[config.mk]
export PLATFORM = sky130hd
export DESIGN_NAME = cbbc_top
export DESIGN_NICKNAME = d
export VERILOG_FILES = /design/src/core/cbbc_interrupt_line_report.v /design/src/core/cbbc_top.v
export VERILOG_INCLUDE_DIRS = /design/src /design/src/common
export SDC_FILE = /design/constraint.sdc
export NUM_CORES = 1
export LEC_CHECK = 0
export BUFFER_PORTS_ARGS = -buffer_cell sky130_fd_sc_hd__clkbuf_2
export CORE_MARGIN = 10
export CORE_UTILIZATION = 35
export CTS_BUF_LIST = sky130_fd_sc_hd__clkbuf_16
export DETAILED_ROUTE_END_ITERATION = 12
export GPL_ROUTABILITY_DRIVEN = 0
export GPL_TIMING_DRIVEN = 0
export MAX_ROUTING_LAYER = met4
export PLACE_DENSITY = 0.78
export SLEW_MARGIN = 20
export SYNTH_ARGS = -nofsm -noshare
export SYNTH_HDL_FRONTEND = slang
export SYNTH_SLANG_ARGS = --single-unit
[constraint.sdc]
create_clock -name clock -period 1.2 [get_ports clock]
set_clock_uncertainty 0.05 [all_clocks]
set_input_delay 0.12 -clock clock [delete_from_list [all_inputs] [get_ports clock]]
set_output_delay 0.12 -clock clock [all_outputs]
set_load 0.05 [all_outputs]
[src/common/cbbc_regs.vh]
`ifndef CBBC_REGS_VH
`define CBBC_REGS_VH
`define CBBC_OFF_INTERRUPT_LINE_REPORT      8'h3D
`define CBBC_OFF_BRCTL_LO    8'h3E
`define CBBC_OFF_BRCTL_HI    8'h3F
`define CBBC_BRCTL_RESET     16'h0340
`define CBBC_BRCTL_WMASK     16'h07EF
`define CBBC_BIT_POST        10
`define CBBC_BIT_PF1         9
`define CBBC_BIT_PF0         8
`define CBBC_BIT_ROUTE       7
`define CBBC_BIT_CARD_RESET_DRIVE        6
`define CBBC_BIT_MABT        5
`define CBBC_BIT_VGA         3
`define CBBC_BIT_ISA         2
`define CBBC_BIT_CSERR       1
`define CBBC_BIT_CPERR       0
`define CBBC_SYS_BIT_TIEB    29
`define CBBC_SYS_BIT_MERGE_ALL_IRQ_LINES  28
`define CBBC_SC_SEL_HI       6
`define CBBC_SC_SEL_LO       5
`define CBBC_PIN_INTA        8'h01
`define CBBC_PIN_INTC        8'h03
`define CBBC_FUNC_CARDBUS    3'h0
`define CBBC_FUNC_FIREWIRE   3'h2
`define CBBC_FUNC_SMARTCARD  3'h5
`define CBBC_ISA_BLOCK_MASK  10'h300
`endif

[src/core/cbbc_interrupt_line_report.v]
`timescale 1ns/1ps
`include "cbbc_regs.vh"
module cbbc_interrupt_line_report
(
  func_num,
  merge_all_irq_lines,
  sc_int_sel,
  interrupt_line_report
);
  input  wire [2:0] func_num;
  input  wire       merge_all_irq_lines;
  input  wire [1:0] sc_int_sel;
  output reg  [7:0] interrupt_line_report;

  always @*
  begin
    interrupt_line_report = 8'h00;
    case (func_num)
      `CBBC_FUNC_CARDBUS:
        interrupt_line_report = `CBBC_PIN_INTA;
      `CBBC_FUNC_FIREWIRE:
        interrupt_line_report = merge_all_irq_lines ? `CBBC_PIN_INTA
                                                    : `CBBC_PIN_INTC;
      `CBBC_FUNC_SMARTCARD:
        interrupt_line_report = merge_all_irq_lines ? `CBBC_PIN_INTA
                                                    : {6'h00, sc_int_sel};
      default:
        interrupt_line_report = 8'h00;
    endcase
  end
endmodule // cbbc_interrupt_line_report

[src/core/cbbc_top.v]
// How it works
// - per-function interrupt pin defaults 01h/03h/02h
// - merge bit joins line B onto A
// - merge-all bit joins lines A to D
// - pin value follows merge-all tying
// - smart-card pin from its select field
// - interrupt pin register is read-only
// - reserved control bits read zero
// - bit 10 enables burst write posting
// - bit 9 window one prefetchable, reset 1
// - bit 8 window zero prefetchable, reset 1
// - bit 7 routes card interrupts
// - bit 6 drives card reset, reset 1
// - host bus reset also asserts card reset
// - only global reset sets reset bit back to 1
// - other bits back to default on host bus reset unless power-event enable
// - bit 5 reports card master aborts
// - bit 3 forwards video addresses
// - bit 2 filters upper ISA I/O blocks
// - bit 1 forwards card system error
// - bit 0 reports card parity errors
`timescale 1ns/1ps
`include "cbbc_regs.vh"
module cbbc_top
(
  clock,
  rst,
  host_bus_reset_pin,
  pme_enable,
  cfg_func,
  cfg_addr,
  cfg_wr,
  cfg_rd,
  cfg_wdata,
  cfg_rdata,
  sys_control,
  sc_general_control,
  irq_a_in,
  irq_b_in,
  irq_c_in,
  irq_d_in,
  card_irq_in,
  io_addr,
  vga_addr_hit,
  card_master_abort,
  card_serr_in,
  card_parity_err,
  irq_a_out,
  irq_b_out,
  irq_c_out,
  irq_d_out,
  card_irq_to_legacy,
  card_reset_drive,
  burst_write_buffering,
  window_one_prefetchable,
  window_zero_prefetchable,
  forward_video,
  forward_io,
  host_target_abort,
  host_serr,
  card_parity_flag
);
  input  wire        clock;
  input  wire        rst;
  input  wire        host_bus_reset_pin;
  input  wire        pme_enable;
  input  wire [2:0]  cfg_func;
  input  wire [7:0]  cfg_addr;
  input  wire        cfg_wr;
  input  wire        cfg_rd;
  input  wire [7:0]  cfg_wdata;
  output reg  [7:0]  cfg_rdata;
  input  wire [31:0] sys_control;
  input  wire [7:0]  sc_general_control;
  input  wire        irq_a_in;
  input  wire        irq_b_in;
  input  wire        irq_c_in;
  input  wire        irq_d_in;
  input  wire        card_irq_in;
  input  wire [15:0] io_addr;
  input  wire        vga_addr_hit;
  input  wire        card_master_abort;
  input  wire        card_serr_in;
  input  wire        card_parity_err;
  output reg         irq_a_out;
  output reg         irq_b_out;
  output reg         irq_c_out;
  output reg         irq_d_out;
  output reg         card_irq_to_legacy;
  output reg         card_reset_drive;
  output reg         burst_write_buffering;
  output reg         window_one_prefetchable;
  output reg         window_zero_prefetchable;
  output reg         forward_video;
  output reg         forward_io;
  output reg         host_target_abort;
  output reg         host_serr;
  output reg         card_parity_flag;

  // rst is the global reset; context bit 6 survives host bus reset
  reg  [15:0] bridging_control_reg;
  reg  [15:0] bridging_control_next;
  wire [15:0] bridging_control;
  wire [7:0]  interrupt_line_report;
  wire        merge_all_irq_lines;
  wire        merge_b_onto_a;
  wire        is_func0;
  wire        card_irq_pci;
  wire        any_merged;
  wire        isa_upper;
  wire        pin_rd_hit;
  wire        ctl_lo_wr_hit;
  wire        ctl_hi_wr_hit;
  wire        ctl_lo_rd_hit;
  wire        ctl_hi_rd_hit;
  reg  [7:0]  cfg_rdata_next;
  reg         irq_a_next;
  reg         irq_b_next;
  reg         irq_c_next;
  reg         irq_d_next;
  reg         card_irq_to_legacy_next;
  reg         card_reset_drive_next;
  reg         forward_video_next;
  reg         forward_io_next;
  reg         host_target_abort_next;
  reg         host_serr_next;
  reg         card_parity_flag_next;

  // output flops reset to what the register itself resets to
  localparam [15:0] ctl_default = `CBBC_BRCTL_RESET;

  assign merge_all_irq_lines = sys_control[`CBBC_SYS_BIT_MERGE_ALL_IRQ_LINES];
  assign merge_b_onto_a      = sys_control[`CBBC_SYS_BIT_TIEB];
  assign is_func0            = (cfg_func == `CBBC_FUNC_CARDBUS);
  assign bridging_control    = bridging_control_reg & `CBBC_BRCTL_WMASK;
  assign card_irq_pci        = card_irq_in & ~bridging_control[`CBBC_BIT_ROUTE];
  assign any_merged          = irq_a_in | irq_b_in | irq_c_in | irq_d_in | card_irq_pci;
  // upper three quarters of each 1K block: address bits 9:8 nonzero
  assign isa_upper           = |(io_addr[9:0] & `CBBC_ISA_BLOCK_MASK);

  cbbc_interrupt_line_report u_interrupt_line_report
  (
    .func_num              (cfg_func),
    .merge_all_irq_lines   (merge_all_irq_lines),
    .sc_int_sel            (sc_general_control[`CBBC_SC_SEL_HI:`CBBC_SC_SEL_LO]),
    .interrupt_line_report (interrupt_line_report)
  );

  // one decode serves reads and writes, so the two paths cannot disagree
  function cbbc_cfg_hit;
    input       strobe;
    input       func_ok;
    input [7:0] addr;
    input [7:0] target;
    begin
      cbbc_cfg_hit = strobe && func_ok && (addr == target);
    end
  endfunction

  function [15:0] cbbc_merge_byte;
    input [15:0] cur;
    input [7:0]  data;
    input        hi;
    begin
      if (hi)
        cbbc_merge_byte = {data, cur[7:0]};
      else
        cbbc_merge_byte = {cur[15:8], data};
    end
  endfunction

  assign pin_rd_hit    = cbbc_cfg_hit(cfg_rd, 1'b1, cfg_addr, `CBBC_OFF_INTERRUPT_LINE_REPORT);
  assign ctl_lo_wr_hit = cbbc_cfg_hit(cfg_wr, is_func0, cfg_addr, `CBBC_OFF_BRCTL_LO);
  assign ctl_hi_wr_hit = cbbc_cfg_hit(cfg_wr, is_func0, cfg_addr, `CBBC_OFF_BRCTL_HI);
  assign ctl_lo_rd_hit = cbbc_cfg_hit(cfg_rd, is_func0, cfg_addr, `CBBC_OFF_BRCTL_LO);
  assign ctl_hi_rd_hit = cbbc_cfg_hit(cfg_rd, is_func0, cfg_addr, `CBBC_OFF_BRCTL_HI);

  always @*
  begin
    bridging_control_next = bridging_control_reg;
    if (ctl_lo_wr_hit)
      bridging_control_next = cbbc_merge_byte(bridging_control_reg, cfg_wdata, 1'b0)
                              & `CBBC_BRCTL_WMASK;
    else if (ctl_hi_wr_hit)
      bridging_control_next = cbbc_merge_byte(bridging_control_reg, cfg_wdata, 1'b1)
                              & `CBBC_BRCTL_WMASK;
    // writes at the pin offset have no target at all
    if (host_bus_reset_pin && !pme_enable)
    begin
      // context bit is the only one held; others return to default
      bridging_control_next = (`CBBC_BRCTL_RESET & ~(16'h0001 << `CBBC_BIT_CARD_RESET_DRIVE))
                              | (bridging_control_reg & (16'h0001 << `CBBC_BIT_CARD_RESET_DRIVE));
    end
    else if (host_bus_reset_pin)
      bridging_control_next = bridging_control_reg;
  end

  always @(posedge clock)
  begin
    if (rst)
      bridging_control_reg <= `CBBC_BRCTL_RESET;
    else
      bridging_control_reg <= bridging_control_next;
  end

  always @(posedge clock)
  begin
    if (rst)
    begin
      cfg_rdata <= 8'h00;
      irq_a_out <= 1'b0;
      irq_b_out <= 1'b0;
      irq_c_out <= 1'b0;
      irq_d_out <= 1'b0;
    end
    else
    begin
      cfg_rdata <= cfg_rdata_next;
      irq_a_out <= irq_a_next;
      irq_b_out <= irq_b_next;
      irq_c_out <= irq_c_next;
      irq_d_out <= irq_d_next;
    end
  end

  // mirrors of the stored control bits; card reset also follows the host bus reset
  always @(posedge clock)
  begin
    if (rst)
    begin
      card_reset_drive         <= ctl_default[`CBBC_BIT_CARD_RESET_DRIVE];
      burst_write_buffering    <= ctl_default[`CBBC_BIT_POST];
      window_one_prefetchable  <= ctl_default[`CBBC_BIT_PF1];
      window_zero_prefetchable <= ctl_default[`CBBC_BIT_PF0];
    end
    else
    begin
      card_reset_drive         <= card_reset_drive_next;
      burst_write_buffering    <= bridging_control[`CBBC_BIT_POST];
      window_one_prefetchable  <= bridging_control[`CBBC_BIT_PF1];
      window_zero_prefetchable <= bridging_control[`CBBC_BIT_PF0];
    end
  end

  // event paths, each gated by its enable bit; host_serr is gated by bit 1 for system errors and bit 5 for master aborts
  always @(posedge clock)
  begin
    if (rst)
    begin
      card_irq_to_legacy <= 1'b0;
      forward_video      <= 1'b0;
      forward_io         <= ~ctl_default[`CBBC_BIT_ISA];
      host_target_abort  <= 1'b0;
      host_serr          <= 1'b0;
      card_parity_flag   <= 1'b0;
    end
    else
    begin
      card_irq_to_legacy <= card_irq_to_legacy_next;
      forward_video      <= forward_video_next;
      forward_io         <= forward_io_next;
      host_target_abort  <= host_target_abort_next;
      host_serr          <= host_serr_next;
      card_parity_flag   <= card_parity_flag_next;
    end
  end

  always @*
  begin
    cfg_rdata_next = 8'h00;
    if (pin_rd_hit)
      cfg_rdata_next = interrupt_line_report;
    else if (ctl_lo_rd_hit)
      cfg_rdata_next = bridging_control[7:0];
    else if (ctl_hi_rd_hit)
      cfg_rdata_next = bridging_control[15:8];
  end

  // merged lines stay quiet so the host never sees one event twice
  always @*
  begin
    irq_a_next = irq_a_in | card_irq_pci | (merge_b_onto_a & irq_b_in);
    irq_b_next = irq_b_in & ~merge_b_onto_a;
    irq_c_next = irq_c_in;
    irq_d_next = irq_d_in;
    if (merge_all_irq_lines)
    begin
      irq_a_next = any_merged;
      irq_b_next = 1'b0;
      irq_c_next = 1'b0;
      irq_d_next = 1'b0;
    end
  end

  always @*
  begin
    card_irq_to_legacy_next = card_irq_in & bridging_control[`CBBC_BIT_ROUTE];
    card_reset_drive_next = bridging_control[`CBBC_BIT_CARD_RESET_DRIVE]
                            | host_bus_reset_pin;
    forward_video_next = vga_addr_hit & bridging_control[`CBBC_BIT_VGA];
    forward_io_next = ~(bridging_control[`CBBC_BIT_ISA] & isa_upper);
    host_target_abort_next = card_master_abort & bridging_control[`CBBC_BIT_MABT];
    host_serr_next = (card_serr_in & bridging_control[`CBBC_BIT_CSERR])
                     | (card_master_abort & bridging_control[`CBBC_BIT_MABT]);
    card_parity_flag_next = card_parity_err & bridging_control[`CBBC_BIT_CPERR];
  end
endmodule // cbbc_top

==> out/metrics.csv, run 1 <==
metric,value,unit
die height,77.7,µm
post-synth cell types,38,
Seq. cell area,621,µm²
"EDFF count, synth",0,
Final min period,1.07,ns
CTS root buf,clkbuf_16,
CTS Sinks,31,
# IOs,112,
RSZ-0062 raised after global routing,no,
nets,279,
Syn Nets,211,
switching share of power,21.0,%
core box area,3130,µm²
Max Cap Viol,0,
fraction of registers with async set/reset,0,%
Clock Path Buffers,2,
final hold vios,0,
initial antenna violation count,0,
status,"finished, final reports clean",
via-per-instance ratio,4.65,
"top cells by count, synth","dfxtp_1 (31), nor2_1 (8), nand2_1 (7), nand3_1 (7)",
CP max-delay cell,nor4b_4,
Seq pwr share,39.2,%
Die X-Extent,77.7,µm
Initial DRC Count,60,
Synth area leader,dfxtp_1,
grt ovf,0,
CP startpoint kind,primary input,
"Seq/Total Area, Yosys",53.3,%
first-pass GRT wire length,5.24,mm
Post-Route WL,3.38,mm
DRT Pass-1 Iters,4,
fin. max-slew vios,0,
endpoints failing setup,0,
Worst-Skew Late Latency,0.27,ns
syn avg cell area,9.62,µm²
# diodes,0,
Comb pwr share,7.3,%
Die ar.,6030,µm²
worst setup margin,0.126,ns
CTS buffer count,5,
CTS tree,done,
FMAX,931,MHz
number of global-route vias before repair,1087,
most common cell in the netlist,dfxtp_1,
Synth Instances,121,
synth top area cells,"dfxtp_1 (53%), nand3_1 (3.0%), mux2i_1 (2.6%)",
Synth top area share,53.3,%
Leak,0.778,nW
yosys warns,0,
clk slew on worst S/H paths,0.05,ns
setup tns final,0,ns
PortBufs,58,
max FFs per register,10,
FP Rows,20,
H-tree levels,2,
kind of critical path,primary input to flip-flop,
layout cells sized above 1,41.6,%
Clk pwr share,53.6,%
Worst setup EP type,flip-flop,
synthesis-to-finish area growth,47.0,%
Switch Pwr,0.556,mW
"slowest stage delay, CP",0.39,ns
half-perimeter wire length after placement,2.67,mm
area of the multi-input gates,502,µm²
routed len/inst,14.5,µm
Antenna Nets Post-Route,0,
Tot GR Track Use,11.3,%
Hold Crit Class,primary input to flip-flop,
Via Count,1088,
fillers,286,
DR DRC count,0,
"Critical Path, Cell by Cell","clkbuf_2, nor4b_4, nand4_2, buf_6, nand3_1, o21ai_1",
"critical path fanouts, max",10,
synthesized flop and latch total,31,
PD cells,1550,nW/µm²
Post-Syn Area,1160,µm²
Worst Path Required,1.32,ns
period utilization,89.5,%
Int Power,2.09,mW
crit path DAT,1.19,ns
Initial Util,37.2,%
pre-CTS WS,-0.160,ns
"Top FF cell, synth",dfxtp_1,
Max VDD drop,0.929,mV
maximum number of pins on one net before global-route repair,12,
## layout make-up
cell class	instances	share of cell area [%]
Clock inverter	3	2.56
Timing Repair Buffer	61	18.6
Multi-Input combinational cell	81	29.3
Buffer	5	1.83
Inverter	4	0.878
Tap cell	44	3.22
Sequential cell	31	36.3
Clock buffer	5	7.32
## stage by stage
stage / hold WS, ns / cell area [µm²] / util, % / instances / power (mW)
after floorplan: 0.146 / 1160 / - / 121 / 1.15
after global placement: 0.253 / 1510 / 48.2 / 223 / 1.24
after detailed placement: 0.259 / 1510 / 48.2 / 223 / 1.24
after CTS: 0.00252 / 1700 / 54.3 / 233 / 2.67
after global routing: 0.0197 / 1710 / 54.7 / 234 / 2.73
final: 0.00600 / 1710 / 54.7 / 234 / 2.65
## cell families after synthesis
| family | after synthesis | share of synthesized area, % |
|---|---|---|
| other cells | 1 | 0.322 |
| compound gates | 22 | 11.1 |
| flops | 31 | 53.3 |
| mux | 3 | 2.58 |
| simple gates | 55 | 28.7 |
| buf+inv | 9 | 3.98 |
## path summary, 6_finish.rpt
kind / start / end / slack, ns / cells past startpoint
setup / recovery: cfg_func[1] / bridging_control_reg[2] / 0.13 / 6
hold reg to reg: bridging_control_reg[6] / card_reset_drive / 0.41 / 1
setup reg to reg: bridging_control_reg[1] / cfg_rdata[1] / 0.28 / 3
hold / removal: cfg_wdata[5] / bridging_control_reg[5] / 0.006 / 3
## layer usage
| layer | up-vias | global-route usage [%] | part of all wire (%) | wire (µm) |
|---|---|---|---|---|
| li1 | 558 | - | - | - |
| met1 | 474 | 12.2 | 45 | 1530 |
| met4 | 0 | 6.57 | 2.3 | 78 |
| met5 | - | - | 0 | 0 |
| met2 | 50 | 16.6 | 43 | 1460 |
| met3 | 6 | 5.41 | 9.3 | 314 |
## cells in the final DEF (no fill, tap or decap), drive strengths merged, types with 3 or more instances in the layout
cell type,n
inv,4
clkbuf,65
mux2i,3
o21ai,10
and3,4
nor3,7
nand2,7
a21oi,6
buf,4
nand3,8
dfxtp,31
nor2,8
and2,3
or2,3
nor3b,4
## timing repair
action,CTS,global route
gates resized for setup,0,1
hold buffers,2,0
buffers inserted,0,1
hold endpoints to repair,2,0
endpoints found under the setup margin,0,1
## worst max-delay path: cells and delay by family
| family | cells | cell delay, ns |
|---|---|---|
| buf+inv | 2 | 0.32 |
| compound gates | 1 | 0.07 |
| simple gates | 3 | 0.68 |
## power groups by stage
stage / Clock, mW / Combinational (mW) / Sequential (mW)
after floorplan: 0 / 0.0676 / 1.08
after global placement: 0 / 0.181 / 1.06
after detailed placement: 0 / 0.184 / 1.06
after CTS: 1.45 / 0.190 / 1.04
after global routing: 1.49 / 0.209 / 1.04
final: 1.42 / 0.192 / 1.04
Power figures use the tool's default switching activity.
==> run 2: changes to the inputs <==
Settings changed: ABC_AREA set to 1, CORE_UTILIZATION 35 to 37, PLACE_DENSITY 0.78 to 0.79.
==> out/metrics.csv, run 2 <==
metric,value,unit
Die ar.,6220,µm²
met1 Use GR,10.2,%
CP max-delay cell,dfxtp_1,
status,"finished, final reports clean",
DRT Pass-1 Iters,4,
worst setup path endpoint,window_zero_prefetchable,
Via Count,1271,
CTS Sinks,31,
"top cells by count, synth","nand2_1 (44), nor2_1 (38), dfxtp_1 (31)",
fraction of registers with async set/reset,0,%
period utilization,87.3,%
"commonest non-fill, non-tap cell in the layout",clkbuf_2,
flop2flop setup slack,0.33,ns
fillers,334,
H-tree levels,2,
syn avg cell area,7.12,µm²
yosys warns,0,
most frequent cells in the layout,"clkbuf_2 (58), nand2_1 (44), nor2_1 (38), dfxtp_1 (31), inv_1 (29)",
max_slew headroom,59.5,%
# IOs,112,
Worst Path Required,1.03,ns
Max VDD drop,0.561,mV
# diodes,0,
Final min period,1.05,ns
Synth top area share,48.4,%
synthesis-to-finish area growth,40.4,%
synth top area cells,"dfxtp_1 (48%), nand2_1 (13%), nor2_1 (11%)",
CP bufs+invs,1,
Leak,0.942,nW
CP startpoint kind,flip-flop,
Post-Route Utilization,54.0,%
first-pass GRT wire length,5.44,mm
Reg-to-Reg End,irq_a_out,
Crit. Startpoint,window_zero_prefetchable,
Tot GR Track Use,11.4,%
"critical path fanouts, max",1,
FMAX,955,MHz
layout cells sized above 1,29.7,%
crit path DAT,0.88,ns
Reg-to-Reg Start,bridging_control_reg[7],
via-per-instance ratio,4.31,
"Critical Path, Cell by Cell",clkbuf_2,
final hold vios,0,
kind of critical path,flip-flop to output pin,
Max Cap Viol,0,
GR peak layer,met2,
"Top FF cell, synth",dfxtp_1,
initial antenna violation count,0,
endpoints failing setup,0,
Antenna Nets Post-Route,0,
maximum number of pins on one net before global-route repair,11,
most common cell in the netlist,nand2_1,
routed len/inst,11.6,µm
core box area,3340,µm²
fin. max-slew vios,0,
Worst-Margin Slew,0.605,ns
met3 GRT Util,7.09,%
Reg2Reg Depth,5,
PD cells,1330,nW/µm²
RSZ-0062 raised after global routing,no,
"EDFF count, synth",0,
number of global-route vias before repair,1211,
"slowest stage delay, CP",0.31,ns
post-synth cell types,19,
Syn Nets,270,
Worst setup EP type,output pin,
half-perimeter wire length after placement,2.74,mm
die height,78.9,µm
Synth area leader,dfxtp_1,
max FFs per register,10,
Initial Util,38.4,%
hold slack,0.00464,ns
CTS root buf,clkbuf_16,
PortBufs,58,
"Seq/Total Area, Yosys",48.4,%
Post-Route WL,3.41,mm
Die X-Extent,78.9,µm
Hold Crit Class,primary input to flip-flop,
grt ovf,0,
Post-Syn Area,1280,µm²
"Setup Fix Bufs, Post-CTS",0,
met2 Usage GRT,19.2,%
synthesized flop and latch total,31,
setup tns final,0,ns
cell family with most CP delay,flip-flops,
FP Rows,21,
Synth Instances,180,
Worst-Skew Late Latency,0.28,ns
nets,338,
clk slew on worst S/H paths,0.05,ns
CTS tree,done,
Clock Path Buffers,2,
Initial DRC Count,56,
Pwr Total,2.40,mW
DR DRC count,0,
CTS buffer count,5,
cell count along the critical path,1,
==> run 2: changes by cell type after synthesis, moves of 3 or more <==
cell     before  now
and2_1        3    0
and3_1        4    0
o21ai_1       6    0
nand2_1       7   44
nor3b_1       4    1
mux2i_1       3    0
nor3_1        6    0
nor2_1        8   38
nand3_1       7   16
inv_1         4   29
nor2_4        0    3
==> run 2: layer usage <==
metal / vias up / share of wire [%]
li1: 681 / -
met1: 543 / 38
met2: 40 / 49
met3: 7 / 11
met4: 0 / 1.3
met5: - / 0
==> run 2: cell families after synthesis <==
kind of cell    count (synthesis)  synth area share [%]
simple gates                  106                  36.6
buf+inv                        32                  10.3
flops                          31                  48.4
compound gates                 10                  4.39
other cells                     1                 0.292
==> run 2: area by class of cell <==
type,count,area (µm²),area share [%]
clock buffers,5,125,6.95
flip-flops and latches,31,621,34.5
clock inverters,3,15.0,0.834
multi-input cells,117,529,29.4
plain buffers,3,23.8,1.32
well taps,46,57.6,3.20
repair buffers,61,320,17.8
inverters,29,109,6.05
==> run 2: worst min path at each step <==
stage	startpoint	to	slack, ns	cells after the start
2_1_floorplan	sys_control[29]	irq_b_out	0.15	1
3_3_place_gp	sys_control[29]	irq_b_out	0.25	2
3_5_place_dp	sys_control[29]	irq_b_out	0.25	2
4_1_cts	io_addr[9]	forward_io	0.005	2
5_1_grt	card_parity_err	card_parity_flag	0.01	3
6_report	io_addr[9]	forward_io	0.005	2
==> run 2: power breakdown <==
group          total, mW  switching (mW)  internal (mW)  leakage (nW)
Clock               1.17           0.418          0.750        0.0649
Sequential          1.04         0.00143           1.04         0.251
Combinational      0.196           0.117         0.0794         0.627
==> run 2: per-stage QoR <==
stage	worst slack (ns)	cell area (µm²)	cells
after floorplan	0.251	1280	180
after global placement	0.0197	1630	284
after detailed placement	-0.0262	1630	284
after CTS	0.141	1800	295
after global routing	0.125	1800	295
final	0.153	1800	295
==> run 2: repair_timing <==
| action | 4_1_cts | 5_1_grt |
|---|---|---|
| endpoints found under the setup margin | 0 | 0 |
| gates resized for setup | 0 | 0 |
| hold buffers | 3 | 0 |
| hold endpoints to repair | 3 | 0 |
==> run 3: changes to the inputs <==
Settings changed: CORE_UTILIZATION 37 to 39, CTS_BUF_LIST sky130_fd_sc_hd__clkbuf_16 to sky130_fd_sc_hd__clkbuf_4 sky130_fd_sc_hd__clkbuf_8, PLACE_DENSITY 0.79 to 0.82.
==> out/metrics.csv, run 3 (synthesis gave the netlist of run 2 again) <==
metric,value,unit
Seq pwr share,49.4,%
Worst setup EP type,output pin,
Tot GR Track Use,12.1,%
"critical path fanouts, max",1,
CTS tree,done,
switching share of power,22.5,%
Clock Path Buffers,2,
via-per-instance ratio,4.31,
Initial DRC Count,56,
grt ovf,0,
CP startpoint kind,flip-flop,
maximum number of pins on one net before global-route repair,11,
PD cells,1140,nW/µm²
DRT Pass-1 Iters,4,
first-pass GRT wire length,5.87,mm
core box area,3100,µm²
Worst-Skew Late Latency,0.33,ns
final hold vios,0,
clk slew on worst S/H paths,0.10,ns
Die ar.,5980,µm²
"slowest stage delay, CP",0.33,ns
status,"finished, final reports clean",
synthesis-to-finish area growth,43.8,%
layout cells sized above 1,29.3,%
cell family with most CP delay,flip-flops,
DR DRC count,0,
endpoints failing setup,0,
H-tree levels,2,
CP max-delay cell,dfxtp_1,
"Critical Path, Cell by Cell",clkbuf_2,
half-perimeter wire length after placement,2.75,mm
fillers,296,
Initial Util,41.3,%
# diodes,0,
# IOs,112,
initial antenna violation count,0,
die height,77.3,µm
Worst-Margin Slew,0.601,ns
Pwr Total,2.10,mW
Die X-Extent,77.3,µm
Hold Crit Class,primary input to flip-flop,
Via Count,1305,
Clk pwr share,40.1,%
max_slew headroom,59.8,%
CTS Sinks,31,
fin. max-slew vios,0,
CP bufs+invs,1,
Final min period,1.12,ns
worst setup margin,0.0797,ns
routed len/inst,11.3,µm
period utilization,93.4,%
Post-Route Utilization,59.4,%
Switch Pwr,0.472,mW
"commonest non-fill, non-tap cell in the layout",clkbuf_2,
RSZ-0062 raised after global routing,no,
CTS buffer count,5,
Worst Path Required,1.03,ns
Resize count post-CTS,0,
"Setup Fix Bufs, Post-CTS",0,
nets,348,
Comb pwr share,10.6,%
kind of critical path,flip-flop to output pin,
Max VDD drop,0.394,mV
FP Rows,20,
Max Cap Viol,0,
PortBufs,58,
max FFs per register,10,
Antenna Nets Post-Route,0,
pre-CTS WS,-0.0169,ns
most frequent cells in the layout,"clkbuf_2 (58), nand2_1 (44), nor2_1 (38), dfxtp_1 (31), inv_1 (29)",
number of global-route vias before repair,1358,
crit path DAT,0.95,ns
CTS root buf,clkbuf_4,
Int Power,1.63,mW
Post-Route WL,3.41,mm
Leak,0.967,nW
FMAX,893,MHz
-- run 3: path summary, 6_finish.rpt --
kind,startpoint,to,slack [ns],depth (start not counted)
max,host_serr,host_serr,0.08,1
min,cfg_wdata[1],bridging_control_reg[9],0.008,3
max reg2reg,bridging_control_reg[7],irq_a_out,0.30,5
min reg2reg,bridging_control_reg[3],cfg_rdata[3],0.39,2
-- run 3: tightest hold or removal path, cell delays in order --
cell	delay [ns]
clkbuf_2	0.09
nand3_1	0.07
nand3_1	0.07
-- run 3: routing by layer --
layer | vias up | share of wire, % | track usage, %
met2 | 40 | 51 | 20.9
met3 | 10 | 7.2 | 4.49
li1 | 698 | - | -
met4 | 0 | 2.2 | 5.11
met5 | - | 0 | -
met1 | 557 | 40 | 12.1
-- run 3: per-stage QoR --
| step | area (µm²) | setup TNS (ns) | hold slack [ns] | cells |
|---|---|---|---|---|
| final | 1840 | 0 | 0.00813 | 303 |
| after detailed placement | 1630 | -0.0169 | 0.253 | 282 |
| after global placement | 1630 | 0 | 0.249 | 282 |
| after floorplan | 1280 | 0 | 0.146 | 180 |
| after CTS | 1840 | 0 | 0.00195 | 303 |
| after global routing | 1840 | 0 | 0.0167 | 303 |
-- run 3: power by group through the flow --
stage | clock, mW | sequential [mW] | combinational [mW]
2_1_floorplan | 0 | 1.08 | 0.0772
3_3_place_gp | 0 | 1.06 | 0.185
3_5_place_dp | 0 | 1.06 | 0.188
4_1_cts | 0.856 | 1.04 | 0.222
5_1_grt | 0.914 | 1.04 | 0.246
6_report | 0.841 | 1.04 | 0.221
-- run 3: final cells by class --
| class | instances | area [µm²] | share of cell area, % |
|---|---|---|---|
| Buffer | 3 | 23.8 | 1.29 |
| Clock buffer | 6 | 51.3 | 2.78 |
| Clock inverter | 2 | 35.0 | 1.90 |
| Inverter | 29 | 109 | 5.90 |
| Multi-Input combinational cell | 117 | 529 | 28.7 |
| Sequential cell | 31 | 621 | 33.6 |
| Tap cell | 44 | 55.1 | 2.99 |
| Timing Repair Buffer | 71 | 420 | 22.8 |
-- run 3: what timing repair did --
action	CTS	global route
endpoints found under the hold margin	11	0
endpoints found under the setup margin	0	0
hold buffers	13	0
